[src/p0ssd_pkg.sv]
// Package for the port 0 soft-strap default loader: strap carrier, register
// map, field positions and reset values.
// Assumes a 32-bit register port whose byte offsets are word aligned.
package p0ssd_pkg;

    // ==========================================================
    // Strap carrier
    // ==========================================================
    // Speed and duplex each hold one shared bit (select and polarity alike)
    typedef struct packed {
        logic heartbeat_test_off;
        logic speed;
        logic duplex;
        logic backpressure;
        logic fullduplex_flowctl;
    } p0ssd_strap_t;

    localparam p0ssd_strap_t STRAP_DEFAULT = '{
        heartbeat_test_off: 1'b0,
        speed: 1'b1,
        duplex: 1'b1,
        backpressure: 1'b1,
        fullduplex_flowctl: 1'b1
    };

    // Port 0 interface modes
    typedef enum logic [1:0] {
        MODE_MII_MAC,
        MODE_MII_PHY,
        MODE_RMII_PHY,
        MODE_RMII_MAC
    } p0ssd_mode_t;

    // ==========================================================
    // Register port
    // ==========================================================
    localparam int ADDR_W = 8;
    localparam int DATA_W = 32;

    typedef struct packed {
        logic wr;
        logic rd;
        logic [ADDR_W-1:0] addr;
        logic [DATA_W-1:0] wdata;
    } p0ssd_req_t;

    localparam logic [ADDR_W-1:0] OFS_SPECIAL_CTRL = 8'h00;
    localparam logic [ADDR_W-1:0] OFS_PARTNER_ABILITY = 8'h04;
    localparam logic [ADDR_W-1:0] OFS_MANUAL_FC = 8'h08;
    localparam logic [ADDR_W-1:0] OFS_STRAP_STATUS = 8'h0c;

    // Field positions
    localparam int BIT_HEARTBEAT_OFF = 11;
    localparam int BIT_AB_100FD = 8;
    localparam int BIT_AB_100HD = 7;
    localparam int BIT_AB_10FD = 6;
    localparam int BIT_AB_10HD = 5;
    localparam int BIT_FC_BP = 0;
    localparam int BIT_FC_TX = 1;
    localparam int BIT_FC_RX = 2;
    localparam int BIT_ST_STRAPS = 0;
    localparam int BIT_ST_IND_SPD = 5;
    localparam int BIT_ST_IND_FD = 6;
    localparam int BIT_ST_OPER_SPD = 7;

    // Ability bits under reset: 100FD only, matching the default straps
    localparam logic [3:0] ABILITY_RESET = 4'h8;

    localparam logic [DATA_W-1:0] READ_ZERO = 32'h0000_0000;

endpackage

[src/p0ssd_strap_store.sv]
// Stored soft-strap values of port 0 and the load pulse that applies them.
// Assumes strap pins are stable around reset release and that the EEPROM
// loader presents one valid pulse per override.
`timescale 1ns/1ps
`default_nettype none

module p0ssd_strap_store (
    input wire logic i_clk_sys,
    input wire logic i_srst,
    input wire p0ssd_pkg::p0ssd_strap_t i_strap_pins,
    input wire logic i_eep_valid,
    input wire p0ssd_pkg::p0ssd_strap_t i_eep_straps,
    output p0ssd_pkg::p0ssd_strap_t o_straps,
    output logic o_load
);

    p0ssd_pkg::p0ssd_strap_t straps_ff;
    logic capture_pend_ff;
    logic load_ff;

    // ==========================================================
    // Strap capture and EEPROM override
    // ==========================================================
    // Pins are caught one cycle after release, never under reset itself
    always_ff @(posedge i_clk_sys) begin
        if (i_srst) begin
            straps_ff <= p0ssd_pkg::STRAP_DEFAULT;
        end else if (i_eep_valid) begin
            straps_ff <= i_eep_straps; // see RULE10
        end else if (capture_pend_ff) begin
            straps_ff <= i_strap_pins;
        end
    end

    // Pending flag for the pin capture after reset
    always_ff @(posedge i_clk_sys) begin
        if (i_srst) begin
            capture_pend_ff <= 1'b1;
        end else begin
            capture_pend_ff <= 1'b0;
        end
    end

    // One load pulse after every capture or reload
    always_ff @(posedge i_clk_sys) begin
        if (i_srst) begin
            load_ff <= 1'b0;
        end else begin
            load_ff <= i_eep_valid | capture_pend_ff; // see RULE11
        end
    end

    assign o_straps = straps_ff;
    assign o_load = load_ff;
endmodule

`default_nettype wire

[src/p0ssd_top.sv]
// Port 0 soft-strap default loader: virtual PHY and manual flow control
// register bits, strap-driven fallback speed and indicator pin decoding.
// Assumes a register master that never issues read and write together.
`timescale 1ns/1ps
`default_nettype none

// Functional notes
// RULE1: Heartbeat strap sets heartbeat-off bit default
// RULE2: Speed strap sets four partner ability defaults
// RULE3: Failed virtual negotiation falls back to strap speed
// RULE4: Speed and duplex each share one strap bit
// RULE5: RMII MAC speed pin read per polarity
// RULE6: Duplex strap sets four partner ability defaults
// RULE7: MII/RMII MAC duplex pin read per polarity
// RULE8: Backpressure strap sets backpressure enable default
// RULE9: Flow control strap sets tx/rx enables
// RULE10: EEPROM contents override pin straps first
// RULE11: Defaults reload on load; writes spare straps
module p0ssd_top (
    input wire logic i_clk_sys,
    input wire logic i_srst,
    input wire p0ssd_pkg::p0ssd_strap_t i_strap_pins,
    input wire logic i_eep_valid,
    input wire p0ssd_pkg::p0ssd_strap_t i_eep_straps,
    input wire p0ssd_pkg::p0ssd_req_t i_req,
    output logic [p0ssd_pkg::DATA_W-1:0] o_rdata,
    input wire p0ssd_pkg::p0ssd_mode_t i_p0_mode,
    input wire logic i_port0_speed_indicator_pin,
    input wire logic i_port0_duplex_indicator_pin,
    input wire logic i_vphy_an_fail,
    input wire logic i_vphy_an_speed_100,
    output logic o_oper_speed_100,
    output logic o_ind_speed_100,
    output logic o_ind_full_duplex,
    output logic o_heartbeat_off_bit,
    output logic o_p0_backpressure_enable,
    output logic o_p0_tx_pause_enable,
    output logic o_p0_rx_pause_enable
);

    p0ssd_pkg::p0ssd_strap_t straps;
    logic load;

    logic heartbeat_off_bit_ff;
    logic [3:0] ability_ff;
    logic p0_backpressure_enable_ff;
    logic p0_tx_pause_enable_ff;
    logic p0_rx_pause_enable_ff;
    logic [p0ssd_pkg::DATA_W-1:0] rdata_ff;
    logic [p0ssd_pkg::DATA_W-1:0] nxt_rdata;
    logic oper_speed_100_ff;
    logic ind_speed_100_ff;
    logic ind_full_duplex_ff;
    logic [3:0] nxt_ability;
    logic wr_special;
    logic wr_ability;
    logic wr_fc;

    // ==========================================================
    // Strap storage
    // ==========================================================
    p0ssd_strap_store u_store (
        .i_clk_sys(i_clk_sys),
        .i_srst(i_srst),
        .i_strap_pins(i_strap_pins),
        .i_eep_valid(i_eep_valid),
        .i_eep_straps(i_eep_straps),
        .o_straps(straps),
        .o_load(load)
    );

    // ==========================================================
    // Register write decode
    // ==========================================================
    assign wr_special = i_req.wr && (i_req.addr == p0ssd_pkg::OFS_SPECIAL_CTRL);
    assign wr_ability = i_req.wr && (i_req.addr == p0ssd_pkg::OFS_PARTNER_ABILITY);
    assign wr_fc = i_req.wr && (i_req.addr == p0ssd_pkg::OFS_MANUAL_FC);

    // Ability defaults: one bit per speed and duplex pairing
    // Index 3..0 is 100FD, 100HD, 10FD, 10HD
    always_comb begin
        nxt_ability[3] = straps.speed & straps.duplex; // see RULE2
        nxt_ability[2] = straps.speed & ~straps.duplex; // see RULE6
        nxt_ability[1] = ~straps.speed & straps.duplex;
        nxt_ability[0] = ~straps.speed & ~straps.duplex;
    end

    // ==========================================================
    // Strap-derived register bits
    // ==========================================================
    // A load beats a write in the same cycle so defaults are never lost
    always_ff @(posedge i_clk_sys) begin
        if (i_srst) begin
            heartbeat_off_bit_ff <= p0ssd_pkg::STRAP_DEFAULT.heartbeat_test_off;
        end else if (load) begin
            heartbeat_off_bit_ff <= straps.heartbeat_test_off; // see RULE1
        end else if (wr_special) begin
            heartbeat_off_bit_ff <= i_req.wdata[p0ssd_pkg::BIT_HEARTBEAT_OFF];
        end
    end

    // Partner ability bits
    always_ff @(posedge i_clk_sys) begin
        if (i_srst) begin
            ability_ff <= p0ssd_pkg::ABILITY_RESET;
        end else if (load) begin
            ability_ff <= nxt_ability; // see RULE2
        end else if (wr_ability) begin
            ability_ff <= {i_req.wdata[p0ssd_pkg::BIT_AB_100FD],
                           i_req.wdata[p0ssd_pkg::BIT_AB_100HD],
                           i_req.wdata[p0ssd_pkg::BIT_AB_10FD],
                           i_req.wdata[p0ssd_pkg::BIT_AB_10HD]};
        end
    end

    // Manual flow control bits; writes touch only these, not the straps
    always_ff @(posedge i_clk_sys) begin
        if (i_srst) begin
            p0_backpressure_enable_ff <= p0ssd_pkg::STRAP_DEFAULT.backpressure;
            p0_tx_pause_enable_ff <= p0ssd_pkg::STRAP_DEFAULT.fullduplex_flowctl;
            p0_rx_pause_enable_ff <= p0ssd_pkg::STRAP_DEFAULT.fullduplex_flowctl;
        end else if (load) begin
            p0_backpressure_enable_ff <= straps.backpressure; // see RULE8
            p0_tx_pause_enable_ff <= straps.fullduplex_flowctl; // see RULE9
            p0_rx_pause_enable_ff <= straps.fullduplex_flowctl;
        end else if (wr_fc) begin
            p0_backpressure_enable_ff <= i_req.wdata[p0ssd_pkg::BIT_FC_BP]; // see RULE11
            p0_tx_pause_enable_ff <= i_req.wdata[p0ssd_pkg::BIT_FC_TX];
            p0_rx_pause_enable_ff <= i_req.wdata[p0ssd_pkg::BIT_FC_RX];
        end
    end

    // ==========================================================
    // Speed fallback and indicator decoding
    // ==========================================================
    // One shared strap bit serves both select and polarity, see RULE4
    always_ff @(posedge i_clk_sys) begin
        if (i_srst) begin
            oper_speed_100_ff <= p0ssd_pkg::STRAP_DEFAULT.speed;
        end else if (i_vphy_an_fail) begin
            oper_speed_100_ff <= straps.speed; // see RULE3
        end else begin
            oper_speed_100_ff <= i_vphy_an_speed_100;
        end
    end

    // Speed pin only meaningful in RMII MAC mode; otherwise held low
    always_ff @(posedge i_clk_sys) begin
        if (i_srst) begin
            ind_speed_100_ff <= 1'b0;
        end else if (i_p0_mode == p0ssd_pkg::MODE_RMII_MAC) begin
            ind_speed_100_ff <= (i_port0_speed_indicator_pin == straps.speed); // see RULE5
        end else begin
            ind_speed_100_ff <= 1'b0;
        end
    end

    // Duplex pin meaningful in both MAC modes
    always_ff @(posedge i_clk_sys) begin
        if (i_srst) begin
            ind_full_duplex_ff <= 1'b0;
        end else if ((i_p0_mode == p0ssd_pkg::MODE_MII_MAC) ||
                     (i_p0_mode == p0ssd_pkg::MODE_RMII_MAC)) begin
            ind_full_duplex_ff <= (i_port0_duplex_indicator_pin == straps.duplex); // see RULE7
        end else begin
            ind_full_duplex_ff <= 1'b0;
        end
    end

    // ==========================================================
    // Register read path
    // ==========================================================
    // Unmapped offsets and idle cycles read as zero
    always_comb begin
        nxt_rdata = p0ssd_pkg::READ_ZERO;
        if (i_req.rd) begin
            case (i_req.addr)
                p0ssd_pkg::OFS_SPECIAL_CTRL: begin
                    nxt_rdata[p0ssd_pkg::BIT_HEARTBEAT_OFF] = heartbeat_off_bit_ff;
                end
                p0ssd_pkg::OFS_PARTNER_ABILITY: begin
                    nxt_rdata[p0ssd_pkg::BIT_AB_100FD] = ability_ff[3];
                    nxt_rdata[p0ssd_pkg::BIT_AB_100HD] = ability_ff[2];
                    nxt_rdata[p0ssd_pkg::BIT_AB_10FD] = ability_ff[1];
                    nxt_rdata[p0ssd_pkg::BIT_AB_10HD] = ability_ff[0];
                end
                p0ssd_pkg::OFS_MANUAL_FC: begin
                    nxt_rdata[p0ssd_pkg::BIT_FC_BP] = p0_backpressure_enable_ff;
                    nxt_rdata[p0ssd_pkg::BIT_FC_TX] = p0_tx_pause_enable_ff;
                    nxt_rdata[p0ssd_pkg::BIT_FC_RX] = p0_rx_pause_enable_ff;
                end
                p0ssd_pkg::OFS_STRAP_STATUS: begin
                    nxt_rdata[p0ssd_pkg::BIT_ST_STRAPS +: $bits(p0ssd_pkg::p0ssd_strap_t)] = straps;
                    nxt_rdata[p0ssd_pkg::BIT_ST_IND_SPD] = ind_speed_100_ff;
                    nxt_rdata[p0ssd_pkg::BIT_ST_IND_FD] = ind_full_duplex_ff;
                    nxt_rdata[p0ssd_pkg::BIT_ST_OPER_SPD] = oper_speed_100_ff;
                end
                default: begin
                    nxt_rdata = p0ssd_pkg::READ_ZERO;
                end
            endcase
        end
    end

    // Read data stand for exactly one cycle after the strobe
    always_ff @(posedge i_clk_sys) begin
        if (i_srst) begin
            rdata_ff <= p0ssd_pkg::READ_ZERO;
        end else begin
            rdata_ff <= nxt_rdata;
        end
    end

    assign o_rdata = rdata_ff;
    assign o_oper_speed_100 = oper_speed_100_ff;
    assign o_ind_speed_100 = ind_speed_100_ff;
    assign o_ind_full_duplex = ind_full_duplex_ff;
    assign o_heartbeat_off_bit = heartbeat_off_bit_ff;
    assign o_p0_backpressure_enable = p0_backpressure_enable_ff;
    assign o_p0_tx_pause_enable = p0_tx_pause_enable_ff;
    assign o_p0_rx_pause_enable = p0_rx_pause_enable_ff;
endmodule

`default_nettype wire

[config.mk]
export PLATFORM = sky130hd
export DESIGN_NAME = p0ssd_top
export DESIGN_NICKNAME = d
export VERILOG_FILES = /design/src/p0ssd_pkg.sv /design/src/p0ssd_strap_store.sv /design/src/p0ssd_top.sv
export SDC_FILE = /design/constraint.sdc
export NUM_CORES = 1
export LEC_CHECK = 0
export ABC_AREA = 1
export BUFFER_PORTS_ARGS = -buffer_cell sky130_fd_sc_hd__buf_2
export CORE_MARGIN = 8
export CORE_UTILIZATION = 31
export DETAILED_ROUTE_END_ITERATION = 6
export SLEW_MARGIN = 10
export SYNTH_ARGS = -nofsm -noshare
export SYNTH_HDL_FRONTEND = slang
export SYNTH_HIERARCHICAL = 1
export SYNTH_SLANG_ARGS = --single-unit
[constraint.sdc]
create_clock -name i_clk_sys -period 1.3 [get_ports i_clk_sys]
set_clock_uncertainty 0.1 [all_clocks]
set_input_delay 0.065 -clock i_clk_sys [delete_from_list [all_inputs] [get_ports i_clk_sys]]
set_output_delay 0.065 -clock i_clk_sys [all_outputs]
set_load 0.01 [all_outputs]
==> results by group, run 1 <==
Clocking
  – Setup Fix Bufs, Post-CTS: 0
  – CTS sink cnt: 28
  – H-tree depth: 1
  – Clk pin slew, worst setup/hold paths: roughly 0.10 ns
  – CTS tree: yes
  – Worst-Skew Late Latency: 0.27 ns
  – Clk root buf: clkbuf_8
  – Num CTS Buffers: 3
  – Bufs on Longest Clock Path: 2

Detailed routing
  – 1st-pass router iterations: 4
  – Post-route antenna net violation count: 0
  – DRC: 0
  – Routed WL: ~3700 µm
  – DR iter-0 viols: 58
  – Routed len/inst: ~11 µm
  – Vias: 1336
  – Via/cell ratio: 4.10

Synth
  – Area leader, netlist: dfxtp_1
  – Share of the synthesized area in the top cell type: 0.387
  – Async SR Flop Fraction: 0
  – Top cells by area, synth: dfxtp_1 (39%), buf_4 (11%), nand2_1 (11%)
  – Post-synthesis simple-gate area fraction: 0.318
  – Xor and xnor fraction of the mapped netlist area: 0.0121
  – Ys flop type: dfxtp_1
  – Synthesized area per cell: 7.39 µm²
  – Synth Warn #: 6
  – Largest family of logic cells by synthesized area: simple AND/OR/NAND/NOR gates
  – Mapped Cells: 196
  – EDFF count, synth: 0
  – Unique masters post-synth: 27
  – Mux cell area share after synthesis: 0
  – Synth Area in Compound Gates: 0.0769
  – Seq cells post-synth: 28
  – Seq/Total Area, Yosys: 0.387
  – Cell Area, Synth: 0.00145 mm²
  – Post-synth top cells: nand2_1 (44), dfxtp_1 (28), buf_4 (22)
  – Most common cell in the netlist: nand2_1
  – Synth Area in Adders: 0.00864

Setup path
  – Worst-path fanout max: 24
  – Startpoint types: flop
  – Req. time, crit path: 1.38 ns
  – CP Data Arrival Time: 1.21 ns
  – Cells along the critical path: inv_2 -> o21ai_0 -> a21oi_1 -> nor2_1
  – Largest delay share family, worst path: flip-flops
  – Critical Path Max Stage Delay: 0.33 ns
  – Critical-path top delay cell: dfxtp_1
  – Critical setup path kind: flop to flop
  – Element type at the critical path end: flop
  – Worst path buffer plus inverter count: 1

STA
  – Final period util: 0.866
  – Slew Viols, Final: 0
  – RSZ-0062 raised after global routing: no
  – Final setup vio count: 0
  – Fmax achieved: 888 MHz
  – Final Hold Vio Count: 0
  – TNS Setup: 0 ns
  – Final Critical Period: 1.13 ns

Global routing
  – Vias in the first global route: 1322
  – Antenna violations before repair: 0
  – Total global routing overflow: 0
  – Tot GR Track Use: 0.105
  – Largest net degree at the start of global routing: 25
  – Global-route wire length before repair: between 6000 and 7000 µm

Floorplanning
  – Initial core utilization: 0.313
  – Chip Height: 84.4 µm
  – IO Count: 100
  – Core Box Area: 0.00463 mm²
  – Die W: 84.4 µm
  – Row cnt: 25
  – Die ar.: 0.00712 mm²

Placement
  – DP HPWL: 2880 µm
  – Gpl congestion: 0.738
  – Port Buf Inserts: 53
  – Placed Cells: between 300 and 400

Finish
  – # fillers: 504
  – P&R area growth vs syn: 35.4%
  – Core Util, Final: 0.424
  – Ant. Diodes: 0
  – Final #Nets: 335
  – Final cell count without fillers: 326
  – Share of layout cells above drive strength 1: 0.287
  – Max reg flops: 10

Pwr
  – Pwr Density: 998 mW/mm²
  – Maximum vdd ir drop: 418 µV
  – Leakage power: 1.03 nW

Status
  – Status: complete, no violations

Min path
  – Worst Hold Class: primary input to flop

Flow run
  – Max-cap violation count: 0
==> layout by cell type, fill, tap and decap left out, types with 5 or more instances in the layout <==
cell type,instances
dlygate4sd3_1,20
nor2_1,15
dfxtp_1,28
inv_1,19
a21oi_1,9
conb_1,22
nand3_1,21
nand2_1,44
buf_2,53
o21ai_1,5
==> power by group <==
group	switching (mW)	internal, mW	total [mW]
combinational	0.186	0.157	0.342
sequential	0.0282	0.899	0.927
clock	0.275	0.413	0.688
total	0.489	1.47	1.96
==> worst reg2reg max path, cell delays in order (launching register included) <==
cell and delay, ns:
dfxtp_1 0.33, inv_2 0.28, o21ai_0 0.15, a21oi_1 0.12, nor2_1 0.06
==> worst paths after layout <==
check | start | to | slack [ns] | cells after the start
worst max-delay path | u_store/o_load | o_heartbeat_off_bit | 0.17 | 4
worst min-delay path | i_req[6] | ability_ff[1] | 0.01 | 5
worst max register to register | u_store/o_load | o_heartbeat_off_bit | 0.17 | 4
worst min register to register | ability_ff[3] | o_rdata[8] | 0.34 | 2
==> cell families (layout without fill, tap and decap cells) <==
kind of cell,after synthesis,after routing
adder cells (fa/ha/maj),1,1
AND/OR/NAND/NOR,95,95
other,1,22
buffers and inverters,49,104
XOR/XNOR,2,2
flip-flops,28,28
AO/OA/AOI/OAI,20,20
==> through the flow <==
step | hold slack [ns] | power, mW | instance area, µm² | setup WS, ns
after floorplan | -0.00728 | 1.18 | 1530 | 0.272
after global routing | 0.0397 | 2.07 | 1960 | 0.0472
after detailed placement | 0.167 | 1.24 | 1690 | 0.172
after global placement | 0.166 | 1.24 | 1690 | 0.178
final | 0.0146 | 1.96 | 1960 | 0.174
after CTS | 0.00955 | 1.98 | 1960 | 0.174
==> per-layer routing <==
layer / wire length (µm) / track usage
met4: 36 / 0.0340
met5: 0 / 0
met2: 1740 / 0.173
met1: 1620 / 0.119
met3: 288 / 0.0420
==> layout make-up <==
cell class                      instances  area (µm²)  share of cell area
Multi-Input combinational cell        140         684               0.349
Clock inverter                          1        30.0              0.0153
Sequential cell                        28         561               0.286
Clock buffer                            3        41.3              0.0210
Timing Repair Buffer                   76         488               0.249
Inverter                               24        90.1              0.0459
Tap cell                               54        67.6              0.0344
==> repair_timing <==
action / in CTS / in global routing
hold buffers: 20 / 0
endpoints found under the hold margin: 12 / 0
gates resized for setup: 0 / 0
Note: power is estimated with default switching activity, not from simulation.
==> run 2: changes to the inputs <==
--- a/config.mk
+++ b/config.mk
@@ -8,8 +8,9 @@
 export ABC_AREA = 1
 export BUFFER_PORTS_ARGS = -buffer_cell sky130_fd_sc_hd__buf_2
 export CORE_MARGIN = 8
-export CORE_UTILIZATION = 31
+export CORE_UTILIZATION = 41
 export DETAILED_ROUTE_END_ITERATION = 6
+export PLACE_DENSITY = 0.8
 export SLEW_MARGIN = 10
 export SYNTH_ARGS = -nofsm -noshare
 export SYNTH_HDL_FRONTEND = slang
==> results by group, run 2 (synthesis gave the netlist of run 1 again) <==
Placement
  – DP HPWL: 2710 µm (-5.7%)
  – Gpl congestion: 0.799 (+8.3%)
  – Post-Place Setup Slack: 0.133 ns (-0.0392 ns)
  – Port Buf Inserts: 53 (unchanged)
  – Cell Area, Placed: 0.00167 mm² (-1.0%)

Pwr
  – Sw frac: 0.260 (+0.00981)
  – Leakage power: 1.05 nW (+1.4%)
  – Switching power: 0.484 mW (-1.2%)
  – Clock Power Share: 0.309 (-0.042)
  – PnR Total Power: 1.86 mW (-4.9%)
  – Pwr Density: 934 mW/mm² (-6.4%)
  – Power Internal: 1.38 mW (-6.2%)
  – Maximum vdd ir drop: 438 µV (+4.9%)
  – Comb power frac: 0.192 (+0.017)
  – Seq pwr share: 0.499 (+0.025)

Global routing
  – Vias in the first global route: 1316 (-0.45%)
  – Largest net degree at the start of global routing: 25 (unchanged)
  – Antenna violations before repair: 0 (unchanged)
  – Tot GR Track Use: 0.132 (+0.0276)
  – Global-route wire length before repair: 5910 µm (-3.6%)
  – Total global routing overflow: 0 (unchanged)

Clocking
  – Worst-Skew Late Latency: 0.33 ns (+0.06 ns)
  – H-tree depth: 1 (unchanged)
  – Bufs on Longest Clock Path: 2 (unchanged)
  – CTS tree: yes
  – Clk pin slew, worst setup/hold paths: 0.16 ns (+0.06 ns)
  – Num CTS Buffers: 3 (unchanged)
  – CTS sink cnt: 28 (unchanged)
  – Clk root buf: clkbuf_4

Setup path
  – Worst-path fanout max: 6 (-75%)
  – Startpoint types: primary input
  – Cells along the critical path: dlygate4sd3_1 -> buf_2 -> nor2_4 -> nand4_4 -> nor2_4 -> inv_2 -> o21ai_2
  – R2R Setup Slk: 0.08 ns (-0.09 ns)
  – Reg2Reg Launch Point: u_store/o_load
  – Critical Path Sink: o_rdata[2]
  – Element type at the critical path end: flop
  – Worst path buffer plus inverter count: 3 (+2)
  – Critical R2R Capture: o_heartbeat_off_bit
  – Critical Path Max Stage Delay: 0.54 ns (+0.21 ns)
  – Critical setup path kind: primary input to flop
  – Req. time, crit path: 1.48 ns (+0.10 ns)
  – Crit. path cell count: 7 (+3)
  – Largest delay share family, worst path: buffers and inverters
  – Cell mode on critical path: nor2_4
  – CP Data Arrival Time: 1.42 ns (+0.21 ns)
  – CP startpoint: i_srst
  – R2R depth: 4 (unchanged)
  – Critical-path top delay cell: dlygate4sd3_1

Detailed routing
  – Routed WL: 3710 µm (+0.76%)
  – Met2 routed WL: 1890 µm (+8.5%)
  – DR iter-0 viols: 52 (-10%)
  – Routed length on met3: 301 µm (+4.5%)
  – Post-route antenna net violation count: 0 (unchanged)
  – Via/cell ratio: 4.27 (+4.1%)
  – Vias: 1378 (+3.1%)
  – Uppermost layer routed: met4
  – 1st-pass router iterations: 4 (unchanged)
  – DRC: 0 (unchanged)
  – Routed len/inst: 11.5 µm (+1.7%)
  – Metal1 wirelength: 1480 µm (-8.3%)

Min path
  – Worst Hold Class: primary input to flop
  – Min-delay src: i_req[36]

Floorplanning
  – Core Box Area: 0.00336 mm² (-27%)
  – Row cnt: 21 (-16%)
  – Chip Height: 75.4 µm (-11%)
  – IO Count: 100 (unchanged)
  – Die ar.: 0.00569 mm² (-20%)
  – Initial core utilization: 0.431 (+0.118)
  – Die W: 75.4 µm (-11%)

Flow run
  – Max-cap violation count: 0 (unchanged)

Finish
  – Final #Nets: 340 (+1.5%)
  – Share of layout cells above drive strength 1: 0.282 (-0.00518)
  – Most frequent cells in the layout: buf_2 (53), nand2_1 (44), dfxtp_1 (28), dlygate4sd3_1 (25), conb_1 (22)
  – FF/Latch Area: 561 µm² (unchanged)
  – Max reg flops: 10 (unchanged)
  – Most common cell after layout, fill and taps aside: buf_2
  – Post-Layout Inst Area: 0.00199 mm² (+1.5%)
  – Multi-input logic area: 693 µm² (+1.3%)
  – # fillers: 343 (-32%)
  – P&R area growth vs syn: 37.5%
  – Ant. Diodes: 0 (unchanged)

STA
  – Final Hold Vio Count: 0 (unchanged)
  – Final period util: 0.955 (+0.0885)
  – Fmax achieved: 806 MHz (-9.3%)
  – Final setup vio count: 0 (unchanged)
  – TNS Setup: 0 ns (unchanged)
  – Slew Viols, Final: 0 (unchanged)
  – RSZ-0062 raised after global routing: no
  – Final hold slack: 0.0266 ns (+0.0120 ns)
  – PnR worst setup slack: 0.0588 ns (-0.115 ns)
  – Final Critical Period: 1.24 ns (+0.115 ns)

Status
  – Status: complete, no violations
-- run 2: cell types whose count changed in the layout (fill, tap and decap cells not counted), sizes merged --
cell,previous run,this run
dlygate4sd3,20,25
-- run 2: tightest hold or removal path, stage by stage --
cell and delay (ns):
buf_2 0.07, nor2_1 0.04, nand2_2 0.10, nor2_4 0.06, nand2_1 0.05, o21ai_1 0.05
-- run 2: per-stage QoR --
step | std cells | utilization
after floorplan | 217 | -
after global placement | 293 | 0.497
after detailed placement | 293 | 0.497
after CTS | 322 | 0.587
after global routing | 323 | 0.592
final | 323 | 0.592
-- run 2: cell type report --
| class | instances | area share |
|---|---|---|
| clock buffers | 3 | 0.0113 |
| clock inverters | 1 | 0.0151 |
| inverters | 24 | 0.0452 |
| multi-input cells | 140 | 0.348 |
| flip-flops and latches | 28 | 0.281 |
| well taps | 46 | 0.0289 |
| repair buffers | 81 | 0.270 |
-- run 2: how the worst min path moves through the flow --
| stage | end | slack [ns] | cells after the start |
|---|---|---|---|
| after floorplan | u_store/capture_pend_ff | -0.007 | 0 |
| after global placement | u_store/o_straps[0] | 0.17 | 3 |
| after detailed placement | u_store/o_straps[3] | 0.17 | 3 |
| after CTS | o_heartbeat_off_bit | 0.02 | 5 |
| after global routing | o_rdata[7] | 0.04 | 6 |
| final | o_rdata[6] | 0.03 | 6 |
-- run 2: layer usage --
metal,GRT usage,vias up
li1,-,733
met1,0.149,597
met2,0.236,44
met3,0.0382,4
met4,0.0341,0
met5,0,-
-- run 2: repair_timing --
| action | in CTS | in global routing |
|---|---|---|
| buffers inserted | 0 | 1 |
| endpoints found under the setup margin | 0 | 1 |
| endpoints found under the hold margin | 17 | 0 |
| gates resized for setup | 0 | 1 |
| hold buffers | 25 | 0 |
-- run 2: power by group through the flow --
stage	sequential, mW	clock [mW]	combinational, mW
2_1_floorplan	0.951	0	0.227
3_3_place_gp	0.947	0	0.281
3_5_place_dp	0.949	0	0.286
4_1_cts	0.930	0.583	0.346
5_1_grt	0.937	0.632	0.402
6_report	0.929	0.575	0.357
==> run 3: changes to the inputs <==
--- a/config.mk
+++ b/config.mk
@@ -11,6 +11,7 @@
 export CORE_UTILIZATION = 41
 export DETAILED_ROUTE_END_ITERATION = 6
 export PLACE_DENSITY = 0.8
+export SETUP_SLACK_MARGIN = 0.2
 export SLEW_MARGIN = 10
 export SYNTH_ARGS = -nofsm -noshare
 export SYNTH_HDL_FRONTEND = slang
==> results by group, run 3 (synthesis gave the netlist of run 1 again) <==
Setup path
  – CP Data Arrival Time: 1.20 ns (-0.22 ns)
  – Startpoint types: flop
  – Worst-path fanout max: 24 (+18)
  – Critical setup path kind: flop to flop
  – Element type at the critical path end: flop
  – Req. time, crit path: 1.44 ns (-0.04 ns)

Clocking
  – Clk root buf: clkbuf_4
  – H-tree depth: 1 (unchanged)
  – CTS sink cnt: 28 (unchanged)
  – Num CTS Buffers: 3 (unchanged)
  – Bufs on Longest Clock Path: 2 (unchanged)
  – Worst-Skew Late Latency: 0.33 ns (about the same)
  – Clk pin slew, worst setup/hold paths: 0.14 ns (-0.02 ns)
  – CTS tree: yes

Floorplanning
  – IO Count: 100 (unchanged)
  – Core Box Area: 0.00336 mm² (unchanged)
  – Row cnt: 21 (unchanged)
  – Die ar.: 0.00569 mm² (unchanged)
  – Die W: 75.4 µm (unchanged)
  – Initial core utilization: 0.431 (unchanged)
  – Chip Height: 75.4 µm (unchanged)

Finish
  – Multi-input logic area: 687 µm² (-0.90%)
  – P&R area growth vs syn: 37.8%
  – Final #Nets: 340 (unchanged)
  – Most common cell after layout, fill and taps aside: buf_2
  – FF/Latch Area: 564 µm² (+0.67%)
  – Most frequent cells in the layout: buf_2 (53), nand2_1 (44), dlygate4sd3_1 (26), dfxtp_1 (25), conb_1 (22)
  – Share of layout cells above drive strength 1: 0.296 (+0.0144)
  – # fillers: 339 (-1.2%)
  – Max reg flops: 10 (unchanged)
  – Final cell count without fillers: 324 (+0.31%)

STA
  – Final Critical Period: 1.06 ns (-0.181 ns)
  – RSZ-0062 raised after global routing: yes
  – Final setup vio count: 0 (unchanged)
  – Final hold slack: 0.0291 ns (+0.00247 ns)
  – TNS Setup: 0 ns (unchanged)
  – Slew Viols, Final: 0 (unchanged)
  – Final period util: 0.816 (-0.139)
  – Fmax achieved: 943 MHz (+17%)
  – Final Hold Vio Count: 0 (unchanged)

Detailed routing
  – 1st-pass router iterations: 4 (unchanged)
  – Routed len/inst: 11.2 µm (-2.2%)
  – Vias: 1368 (-0.73%)
  – DR iter-0 viols: 56 (+7.7%)
  – Via/cell ratio: 4.22 (-1.0%)
  – Post-route antenna net violation count: 0 (unchanged)
  – Routed WL: 3640 µm (-1.9%)
  – DRC: 0 (unchanged)

Global routing
  – Largest net degree at the start of global routing: 25 (unchanged)
  – Global-route wire length before repair: 5870 µm (-0.59%)
  – Total global routing overflow: 0 (unchanged)
  – Antenna violations before repair: 0 (unchanged)
  – Tot GR Track Use: 0.131 (-0.00109)
  – Vias in the first global route: 1323 (+0.53%)

Pwr
  – PnR Total Power: 1.86 mW (-0.23%)
  – Pwr Density: 930 mW/mm² (-0.48%)
  – Leakage power: 1.04 nW (-0.44%)
  – Maximum vdd ir drop: 432 µV (-1.5%)

Placement
  – Gpl congestion: 0.799 (unchanged)
  – Port Buf Inserts: 53 (unchanged)
  – Placed Cells: 293 (unchanged)
  – DP HPWL: 2710 µm (unchanged)

Status
  – Status: complete, no violations

Min path
  – Worst Hold Class: primary input to flop

Flow run
  – Max-cap violation count: 0 (unchanged)
[run 3: worst paths after layout]
check / startpoint / endpoint / slack, ns / depth (start not counted)
worst max-delay path: u_store/o_load / o_heartbeat_off_bit / 0.24 / 4
worst min-delay path: i_req[11] / o_heartbeat_off_bit / 0.03 / 5
worst max register to register: u_store/o_load / o_heartbeat_off_bit / 0.24 / 4
worst min register to register: ability_ff[3] / o_rdata[8] / 0.34 / 2
[run 3: per-layer routing]
| layer | vias up | routed length (µm) | part of all wire | track usage |
|---|---|---|---|---|
| met5 | - | 0 | 0 | 0 |
| met1 | 590 | 1440 | 0.40 | 0.144 |
| met4 | 0 | 12 | 0.0033 | 0.0384 |
| met3 | 2 | 299 | 0.082 | 0.0395 |
| met2 | 42 | 1890 | 0.52 | 0.236 |
| li1 | 734 | - | - | - |
[run 3: area by class of cell]
cell class | count | share of cell area
clock inverter | 1 | 0.0150
multi-input combinational | 140 | 0.344
clock buffer | 3 | 0.0113
sequential | 28 | 0.283
inverter | 24 | 0.0464
timing repair buffer | 81 | 0.271
antenna | 1 | 0.00125
tap | 46 | 0.0288
[run 3: what timing repair did]
item / CTS / global route
endpoints found under the setup margin: 3 / 9
gates cloned: 0 / 0
endpoints found under the hold margin: 17 / 3
hold buffers: 25 / 2
resized for setup: 3 / 5
buffers inserted: 0 / 0
pin swaps: 0 / 1
[run 3: critical path, stage by stage (launching register included)]
cell     delay [ns]
dfxtp_2        0.36
inv_4          0.18
o21ai_0        0.15
a21oi_1        0.13
nor2_1         0.06
[run 3: power by group]
group / switching, mW / total [mW] / internal, mW
clock network: 0.259 / 0.571 / 0.312
logic: 0.187 / 0.354 / 0.167
registers: 0.0307 / 0.932 / 0.902
[run 3: stage by stage]
stage,area (µm²),util,worst slack (ns)
after floorplan,1530,-,0.272
after global placement,1670,0.497,0.169
after detailed placement,1670,0.497,0.133
after CTS,1980,0.589,0.211
after global routing,1990,0.593,0.184
final,2000,0.594,0.239
